--- src/include/ude_pkg.sv ---
// constants and state layout for the up/down event counter
package ude_pkg;

    // ==========================================================
    // counter geometry
    // ==========================================================
    localparam int unsigned UDE_CNT_W    = 16;   // signed count width
    localparam int unsigned UDE_NPRESET  = 4;    // number of preset triggers

    // ==========================================================
    // register offsets (byte addresses, one word each)
    // ==========================================================
    localparam logic [7:0] UDE_OFF_CTRL    = 8'h00;  // enable and mode
    localparam logic [7:0] UDE_OFF_MAX     = 8'h04;  // upper limit
    localparam logic [7:0] UDE_OFF_MIN     = 8'h08;  // lower limit
    localparam logic [7:0] UDE_OFF_PRESET0 = 8'h0C;  // presets at 0x0C..0x18
    localparam logic [7:0] UDE_OFF_COUNT   = 8'h1C;  // present count, read only
    localparam logic [7:0] UDE_OFF_STATUS  = 8'h20;  // limit flags, read only

    // ==========================================================
    // control field positions
    // ==========================================================
    localparam int unsigned UDE_CTRL_EN_BIT   = 0;   // enable counting
    localparam int unsigned UDE_CTRL_MODE_BIT = 1;   // 0 stop, 1 roll over

    // ==========================================================
    // values after reset
    // ==========================================================
    localparam logic        UDE_RST_EN    = 1'b1;
    localparam logic        UDE_RST_MODE  = 1'b0;
    localparam logic [15:0] UDE_RST_MAX   = 16'h7FFF;
    localparam logic [15:0] UDE_RST_MIN   = 16'h8000;
    localparam logic [15:0] UDE_RST_PRE   = 16'h0000;
    localparam logic [15:0] UDE_RST_COUNT = 16'h0000;

    // ==========================================================
    // whole state of the block
    // ==========================================================
    typedef struct packed {
        logic                    en;       // counting enabled
        logic                    mode;     // roll over when set
        logic signed [15:0]      max;      // upper limit
        logic signed [15:0]      min;      // lower limit
        logic [3:0][15:0]        preset;   // preset values
        logic signed [15:0]      cnt;      // present count
        logic                    old_up;   // stored count-up trigger
        logic                    old_dn;   // stored count-down trigger
        logic                    ack;      // bus acknowledge
        logic                    err;      // bus error, unmapped address
        logic [31:0]             rdat;     // bus read data
    } ude_state_t;

endpackage

--- src/verilog/ude_counter.sv ---
// signed 16-bit up/down event counter with limits, rollover and presets
// Function
// - enabled rising count-up edge adds one unless a count-down edge or a preset trigger coincides
// - enabled rising count-down edge subtracts one unless a count-up edge or a preset trigger coincides
// - count is signed 16-bit two's complement
// - at limit: mode 0 stops, 1 rolls over
// - limits from max/min, never exceeded by a count step; presets load unchecked
// - four preset triggers load their preset values
// - disabled counter ignores edges, presets still load
// - stored trigger copies detect rising edges
`timescale 1ns/100ps

module ude_counter
    import ude_pkg::*;
#(
    parameter int unsigned ADR_W = 8                // wishbone byte address width
) (
    input  wire logic                  clk_i,      // 100 MHz clock
    input  wire logic                  rst_i,      // synchronous reset, high
    input  wire logic                  ce_i,       // clock enable, freezes all state, reset still acts
    // trigger inputs from surrounding logic, same clock
    input  wire logic                  up_trig_i,     // count-up trigger
    input  wire logic                  dn_trig_i,     // count-down trigger
    input  wire logic [3:0]            preset_trig_i, // preset triggers, level
    // classic wishbone slave
    input  wire logic                  wb_cyc_i,
    input  wire logic                  wb_stb_i,
    input  wire logic                  wb_we_i,
    input  wire logic [ADR_W-1:0]      wb_adr_i,
    input  wire logic [3:0]            wb_sel_i,
    input  wire logic [31:0]           wb_dat_i,
    output logic      [31:0]           wb_dat_o,
    output logic                       wb_ack_o,
    output logic                       wb_err_o,
    // results
    output logic      [15:0]           count_o      // present count, signed
);

    // ==========================================================
    // helpers
    // ==========================================================

    // one counting step in either direction, limits applied
    function automatic logic signed [15:0] ude_step(
        input logic signed [15:0] cnt,
        input logic               up,
        input logic signed [15:0] max,
        input logic signed [15:0] min,
        input logic               mode
    );
        logic signed [15:0] r;
        r = cnt;
        if (up) begin
            if (cnt >= max) begin
                r = mode ? min : max;
            end else if (cnt < min) begin
                r = min;
            end else begin
                r = cnt + 16'sd1;
            end
        end else begin
            if (cnt <= min) begin
                r = mode ? max : min;
            end else if (cnt > max) begin
                r = max;
            end else begin
                r = cnt - 16'sd1;
            end
        end
        return r;
    endfunction

    // byte-lane merge of a 16-bit register write
    function automatic logic [15:0] ude_wmerge(
        input logic [15:0] old,
        input logic [31:0] wd,
        input logic [3:0]  sel
    );
        logic [15:0] r;
        r = old;
        if (sel[0]) begin
            r[7:0] = wd[7:0];
        end
        if (sel[1]) begin
            r[15:8] = wd[15:8];
        end
        return r;
    endfunction

    // ==========================================================
    // state
    // ==========================================================
    ude_state_t st_q;               // registered state
    ude_state_t st_d;               // next state
    logic [7:0] adr;                // byte address, cut to 8 bits
    logic       req;                // live bus request
    logic       up_edge;            // count-up rising edge
    logic       dn_edge;            // count-down rising edge

    assign adr = 8'(wb_adr_i);
    assign req = wb_cyc_i & wb_stb_i;

    assign up_edge = up_trig_i & ~st_q.old_up;
    assign dn_edge = dn_trig_i & ~st_q.old_dn;

    // ==========================================================
    // next-state logic
    // ==========================================================
    always_comb begin
        st_d = st_q;

        // keep copies even while disabled, so held edges are not replayed
        st_d.old_up = up_trig_i;
        st_d.old_dn = dn_trig_i;

        if (preset_trig_i[0]) begin
            st_d.cnt = signed'(st_q.preset[0]);
        end else if (preset_trig_i[1]) begin
            st_d.cnt = signed'(st_q.preset[1]);
        end else if (preset_trig_i[2]) begin
            st_d.cnt = signed'(st_q.preset[2]);
        end else if (preset_trig_i[3]) begin
            st_d.cnt = signed'(st_q.preset[3]);
        end else if (st_q.en) begin
            if (up_edge && !dn_edge) begin
                st_d.cnt = ude_step(st_q.cnt, 1'b1, st_q.max, st_q.min, st_q.mode);
            end else if (dn_edge && !up_edge) begin
                st_d.cnt = ude_step(st_q.cnt, 1'b0, st_q.max, st_q.min, st_q.mode);
            end
        end

        // bus answer one cycle after the request, dropped the cycle after
        st_d.ack = 1'b0;
        st_d.err = 1'b0;
        if (req && !st_q.ack && !st_q.err) begin
            st_d.rdat = 32'h0000_0000;
            case (adr)
                UDE_OFF_CTRL: begin
                    st_d.ack = 1'b1;
                    st_d.rdat[UDE_CTRL_EN_BIT]   = st_q.en;
                    st_d.rdat[UDE_CTRL_MODE_BIT] = st_q.mode;
                end
                UDE_OFF_MAX: begin
                    st_d.ack = 1'b1;
                    st_d.rdat[15:0] = st_q.max;
                end
                UDE_OFF_MIN: begin
                    st_d.ack = 1'b1;
                    st_d.rdat[15:0] = st_q.min;
                end
                UDE_OFF_PRESET0, UDE_OFF_PRESET0 + 8'h04,
                UDE_OFF_PRESET0 + 8'h08, UDE_OFF_PRESET0 + 8'h0C: begin
                    st_d.ack = 1'b1;
                    st_d.rdat[15:0] = st_q.preset[2'(((adr - UDE_OFF_PRESET0) >> 2))];
                end
                UDE_OFF_COUNT: begin
                    st_d.ack = 1'b1;
                    st_d.rdat[15:0] = st_q.cnt;
                end
                UDE_OFF_STATUS: begin
                    // limit flags show where the count stands
                    st_d.ack = 1'b1;
                    st_d.rdat[0] = (st_q.cnt >= st_q.max);
                    st_d.rdat[1] = (st_q.cnt <= st_q.min);
                end
                default: begin
                    // unmapped: error answer, nothing stored
                    st_d.err = 1'b1;
                end
            endcase
        end

        // writes take effect on the edge where the master sees ack
        if (req && wb_we_i && st_q.ack) begin
            case (adr)
                UDE_OFF_CTRL: begin
                    if (wb_sel_i[0]) begin
                        st_d.en   = wb_dat_i[UDE_CTRL_EN_BIT];
                        st_d.mode = wb_dat_i[UDE_CTRL_MODE_BIT];
                    end
                end
                UDE_OFF_MAX: begin
                    st_d.max = signed'(ude_wmerge(st_q.max, wb_dat_i, wb_sel_i));
                end
                UDE_OFF_MIN: begin
                    st_d.min = signed'(ude_wmerge(st_q.min, wb_dat_i, wb_sel_i));
                end
                UDE_OFF_PRESET0, UDE_OFF_PRESET0 + 8'h04,
                UDE_OFF_PRESET0 + 8'h08, UDE_OFF_PRESET0 + 8'h0C: begin
                    st_d.preset[2'(((adr - UDE_OFF_PRESET0) >> 2))] =
                        ude_wmerge(st_q.preset[2'(((adr - UDE_OFF_PRESET0) >> 2))], wb_dat_i, wb_sel_i);
                end
                default: begin
                    // read-only or unmapped: ignored
                end
            endcase
        end
    end

    // ==========================================================
    // state register
    // ==========================================================
    always_ff @(posedge clk_i) begin
        if (rst_i) begin
            st_q.en     <= UDE_RST_EN;
            st_q.mode   <= UDE_RST_MODE;
            st_q.max    <= UDE_RST_MAX;
            st_q.min    <= UDE_RST_MIN;
            st_q.preset <= {UDE_NPRESET{UDE_RST_PRE}};
            st_q.cnt    <= UDE_RST_COUNT;
            st_q.old_up <= 1'b0;
            st_q.old_dn <= 1'b0;
            st_q.ack    <= 1'b0;
            st_q.err    <= 1'b0;
            st_q.rdat   <= 32'h0000_0000;
        end else if (ce_i) begin
            st_q <= st_d;
        end
    end

    // ==========================================================
    // outputs, data from flops, handshake gated by enable
    // ==========================================================
    assign wb_dat_o = st_q.rdat;
    // a frozen answer is hidden, else the master would take an ack
    // at an edge where the write cannot land, and the write is lost
    assign wb_ack_o = st_q.ack & ce_i;
    assign wb_err_o = st_q.err & ce_i;
    assign count_o  = st_q.cnt;

endmodule // ude_counter

--- config.mk ---
export PLATFORM = sky130hd
export DESIGN_NAME = ude_counter
export DESIGN_NICKNAME = d
export VERILOG_FILES = /design/src/include/ude_pkg.sv /design/src/verilog/ude_counter.sv
export SDC_FILE = /design/constraint.sdc
export NUM_CORES = 1
export LEC_CHECK = 0
export ABC_AREA = 1
export BUFFER_PORTS_ARGS = -buffer_cell sky130_fd_sc_hd__buf_2
export CAP_MARGIN = 10
export CELL_PAD_IN_SITES_DETAIL_PLACEMENT = 1
export CELL_PAD_IN_SITES_GLOBAL_PLACEMENT = 2
export CORE_MARGIN = 10
export CORE_UTILIZATION = 32
export DETAILED_ROUTE_END_ITERATION = 8
export PLACE_DENSITY_LB_ADDON = 0.1
export RECOVER_POWER = 50
export SYNTH_ARGS = -nofsm -noshare
export SYNTH_HDL_FRONTEND = slang
export SYNTH_SLANG_ARGS = --single-unit
--- constraint.sdc ---
create_clock -name clk_i -period 3.35 [get_ports clk_i]
set_input_delay 0.5025 -clock clk_i [delete_from_list [all_inputs] [get_ports clk_i]]
set_output_delay 0.5025 -clock clk_i [all_outputs]
set_load 0.01 [all_outputs]
After elaboration in Yosys (flattened, before gate mapping)
Index checks and enable logic that the tools add are counted.
{"block": "classes", "muxes": 29, "n_eq_ne": 8, "bitwise_logic": 7, "order_cmp": 6, "n_addsub": 3, "n_reduce_logical": 24}
{"cell": "16-bit two-way mux", "count": 15}
{"cell": "64-bit bitwise mux", "count": 1}
{"cell": "14-bit one-hot mux with 4 select lines", "count": 1}
{"cell": "8-bit two-way mux", "count": 6}
{"cell": "34-bit two-way mux", "count": 1}
{"cell": "16-bit binary-select mux with 2-bit select", "count": 1}
{"cell": "16-bit demux with 2-bit select", "count": 1}
{"cell": "8-bit by 5-bit equality test with 1-bit output, second input constant", "count": 4}
{"cell": "4-bit AND reduction", "count": 5}
{"cell": "16-bit by 2-bit adder with 16-bit output, second input constant", "count": 1}
{"cell": "8-bit by 4-bit equality test with 1-bit output, second input constant", "count": 2}
{"cell": "16-bit >= comparator", "count": 1}
{"cell": "16-bit > comparator", "count": 1}
{"cell": "16-bit <= comparator", "count": 1}
{"cell": "16-bit < comparator", "count": 1}
{"cell": "16-bit by 2-bit subtractor with 16-bit output, second input constant", "count": 1}
{"cell": "2-bit one-hot mux with 6 select lines", "count": 1}
{"cell": "9-bit OR reduction", "count": 1}
{"cell": "8-bit by 3-bit equality test with 1-bit output, second input constant", "count": 1}
{"cell": "8-bit by 6-bit equality test with 1-bit output, second input constant", "count": 1}
{"cell": "8-bit zero test", "count": 1}
{"cell": "1-bit logical AND", "count": 7}
{"cell": "3-bit AND reduction", "count": 2}
{"cell": "6-bit nonzero test", "count": 1}
{"cell": "other kinds (10)", "count": 19}
{"block": "totals", "regBits": 134, "output_inout_bits": 50, "input_bits": 56, "word_cells": 93}

Depth between registers and ports, before layout
{"block": "depth", "word_depth": 11, "depth_mapped": 25, "ltp_nobuf": 24}

Worst setup path after synthesis
Ideal clock, no wire load.
{"block": "synth_timing", "path_type": "input port to flip-flop", "from": "in wb_adr_i[2]", "to": "reg st_q (netlist bit wb_dat_o[1])", "setup_ps": 132, "required_time_ps": 3218, "n_path_buf": 3, "path_slack_ps": 716, "stages": 13, "arrival_ps": 2502, "cell_sequence": "clkbuf_1 -> inv_1 -> clkbuf_1 -> ha_1 -> inv_1 -> nor2_1 -> o31ai_1 -> nand2_2 -> inv_1 -> clkbuf_1 -> o22ai_1 -> o31ai_1 -> a21oi_1"}
{"block": "synth_between", "elab_chain_cells": 4, "word_cells_on_any_way": 14, "cone_classes": "1 x add/sub; 8 x eq/ne; 3 x mux; 2 x reduce/logical"}
{"element": "start: declaration", "line_no": "ude_counter.sv:29", "text": "input wire logic [ADR_W-1:0] wb_adr_i,"}
{"element": "4-bit subtractor", "line_no": "ude_counter.sv:154", "text": "st_d.rdat[15:0] = st_q.preset[2'(((adr - UDE_OFF_PRESET0) >> 2))];"}
{"element": "16-bit binary-select mux with 2-bit select", "line_no": "ude_counter.sv:154"}
{"element": "16-bit two-way mux (not written as such)", "line_no": "ude_counter.sv:154"}
{"element": "2-bit one-hot mux with 6 select lines (*)", "line_no": "ude_counter.sv:137", "text": "case (adr)"}
{"element": "end signal: assignment", "line_no": "ude_counter.sv:217", "text": "st_q <= st_d;"}
{"element": "end: declaration", "line_no": "ude_counter.sv:93", "text": "ude_state_t st_q;"}
Every way passes the cells marked *; elsewhere a longest branch is shown, timed or not. The select of a mux whose other input is x is not followed.
A chain may end at the register's enable or synchronous reset.

Worst setup path in the final report
{"block": "layout_timing", "from": "reg st_q[147] in the netlist's numbering", "to": "reg st_q (netlist bit count_o[0])"}
{"block": "layout_between", "elab_chain_cells": 10, "word_cells_on_any_way": 12, "cone_classes": "2 x order compare; 10 x mux"}
{"element": "16-bit > comparator", "line_no": "ude_counter.sv:64", "text": "end else if (cnt > max) begin"}
{"element": "16-bit two-way mux", "line_no": "ude_counter.sv:64"}
{"element": "16-bit two-way mux", "line_no": "ude_counter.sv:62", "text": "if (cnt <= min) begin"}
{"element": "16-bit two-way mux", "line_no": "ude_counter.sv:127", "text": "end else if (dn_edge && !up_edge) begin"}
{"element": "16-bit two-way mux (*)", "line_no": "ude_counter.sv:125", "text": "if (up_edge && !dn_edge) begin"}
{"element": "16-bit two-way mux (*)", "line_no": "ude_counter.sv:124", "text": "end else if (st_q.en) begin"}
{"element": "16-bit two-way mux (*)", "line_no": "ude_counter.sv:122", "text": "end else if (preset_trig_i[3]) begin"}
{"element": "16-bit two-way mux (*)", "line_no": "ude_counter.sv:120", "text": "end else if (preset_trig_i[2]) begin"}
{"element": "16-bit two-way mux (*)", "line_no": "ude_counter.sv:118", "text": "end else if (preset_trig_i[1]) begin"}
{"element": "16-bit two-way mux (*)", "line_no": "ude_counter.sv:116", "text": "if (preset_trig_i[0]) begin"}
Marked as above.

==> metrics <==
status complete, but fails checks; violated checks max-capacitance violations, max-slew violations; Clock Root Buffer clkbuf_16; Starting Density 0.3241; Critical Path AT 3400 ps; Crit Path Class reg2reg; DR WL/cell 20.73 um; Post-Place Worst Slack 221.5 ps; fmax 0.3221 GHz; Post-Synthesis Cells 1504; Yosys top cell by area dfxtp_1; DR pass1 iterations 7; static leakage 0.004555 uW; TritonCTS Buffers 17; number of synthesized flops with an enable pin 0; largest net degree at the start of global routing 97; Cell Pwr Density 421.9 nW/um^2; Top delay family on crit path simple AND/OR/NAND/NOR gates; first-iteration detailed-routing DRC count 714; Crit Path Max Fanout 7; Core Area 29560 sq um; worst setup margin 245.6 ps; ant diodes 0; met2 Use GR 0.3443; first-pass GRT wire length 61.33 mm; hold crit path type in2reg; Worst Path Required 3650 ps; R2R cell count 15; Final Max Tran Viols 97; GR peak layer met2; clock latency on the worst-skew pair 440 ps; Die Wd 193.0 um; crit path cell chain inv_1 > ha_1 > nand2_2 > nor3_4 > nand2_1 > nand2_1 > nand2_2 > a21boi_4 > o21ai_0 > o21ai_1 > nand3_1 > nand2_1 > nand2_1 > nand2_1 > a21oi_1; share of layout cells above drive strength 1 0.1044; initial antenna violation count 0; Reg area 2684 sq um; GRT met1 Usage 0.2996; ranking of synthesized cells by area dfxtp_1, nand2_1, a21oi_1; All-Layer GR Usage 0.2160; final hold violations 0; Final ANT Viol Nets 0; synth cell count leaders nand2_1, a21oi_1, o21ai_0; Worst-path clk slew 60 ps; commonest register cell after synthesis dfxtp_1; Synth top area share 0.2800; vias in the first global route 9929; DRC 0; Critical Path Stages 15; Bufs and invs on worst path 1; most frequent cell after synthesis nand2_1; PortBufs 71; syn_area_per_cell 6.369 sq um; clk buf depth 2; Final HPWL DP 30.64 mm; Worst IR Drop VDD 0.2006 mV; slew at the pin closest to its max-slew limit 1880 ps; Ys Warns 0; die area 37250 sq um; fin crit share 0.9267; sequential fraction of the synthesis area 0.2800; chip height 193.0 um; Setup TNS 0 ps; # rows 63; grt total ovfl 0; max capacitance violation total 1; Final Core Density 0.3661; Fillers 3891; Vias 10054; Synth Cell Area 9579 sq um; total placed instance area 10270 sq um; worst-case headroom to the max-slew limit -0.2534; Worst setup EP type flip-flop; Clock Skew 13.86 ps; async set-reset flop share out of synthesis 0; Multi-input gate area 5520 sq um; CTS tree done; met3 Usage GRT 0.02464; crit-path max cell delay 410 ps; Vias/cell 5.177; RSZ-0062 raised after global routing false; Hold Path Stages 3; post-route cell area 10820 sq um; CP max stage cell ha_1; IO Pins 106; Layout Nets 1634; RePlAce Congestion 0.8536; H-tree levels 4; Setup crit start kind flip-flop; most frequent CP cell nand2_1; post-synthesis register bit count 134; clk sink count 134; Final Critical Period 3104 ps; area grow syn2layout 12.98%; WL final 40.26 mm; distinct cell type count after synthesis 41; Final setup violation count 0
[what timing repair did]
item / in CTS / in global routing
endpoints found under the setup margin: 0 / 1
hold buffers: 0 / 0
setup buffers: 0 / 0
resized for setup: 0 / 1
[final cells by class]
type                    count  share of cell area
repair buffers            137             0.07399
clock inverters            11             0.01584
inverters                 183             0.06358
well taps                 390             0.04509
clock buffers              21             0.04347
multi-input cells        1066              0.5101
flip-flops and latches    134              0.2480
[power breakdown]
| group | total [uW] | switching, uW | internal [uW] | leakage (uW) |
|---|---|---|---|---|
| Combinational | 860 | 591 | 269 | 0.00316 |
| Clock | 2080 | 772 | 1310 | 0.000310 |
| Sequential | 1630 | 21.7 | 1600 | 0.00108 |
| Total | 4570 | 1390 | 3180 | 0.00455 |
[per-stage QoR]
| stage | hold slack [ps] | cells | total power (uW) |
|---|---|---|---|
| CTS | 314.1 | 1942 | 4593 |
| floorplan | 430.4 | 1519 | 2191 |
| global placement | 444.3 | 1910 | 2515 |
| global route | 333.5 | 1942 | 4751 |
| finish | 326.1 | 1942 | 4567 |
| detailed placement | 455.6 | 1910 | 2518 |
[state kept, by name (all words and copies together), names as in the netlist]
signal / count
count_o: 16
st_q: 102
wb_dat_o: 16
[placed cells by master (no fill, tap or decap), types with 12 or more instances in the layout]
master	count
xor2_1	22
nand2_1	346
buf_4	47
a21oi_1	219
nand3_1	46
inv_1	178
dfxtp_1	133
conb_1	16
nor2_1	58
nand4_1	12
clkbuf_1	39
o211ai_1	34
buf_2	46
ha_1	39
o21ai_0	190
clkbuf_16	17
[per-layer routing]
metal	vias up	wire length, um
met3	31	1454
met4	0	984
li1	4986	-
met5	-	0
met2	187	18400
met1	4850	19410
[final timing paths]
check	end	slack (ps)	startpoint
setup reg to reg	count_o[0]	250	st_q[147]
setup / recovery	count_o[0]	250	st_q[147]
hold / removal	st_q[144]	330	wb_dat_i[12]
hold reg to reg	st_q[114]	460	st_q[114]
[tightest hold or removal path, cell delays in order]
cell and delay, ps:
buf_2 100, nand2_1 60, o211ai_1 60
[kinds of logic (layout without fill, tap and decap cells)]
group | count (synthesis) | after routing | synth area share
xor+xnor | 25 | 25 | 0.02286
fa+ha+maj | 39 | 39 | 0.05094
compound gates | 495 | 495 | 0.2808
buf+inv | 319 | 352 | 0.1498
flops | 134 | 134 | 0.2800
simple gates | 491 | 491 | 0.2151
other cells | 1 | 16 | 0.0003915
Note: power is estimated with default switching activity, not from simulation.
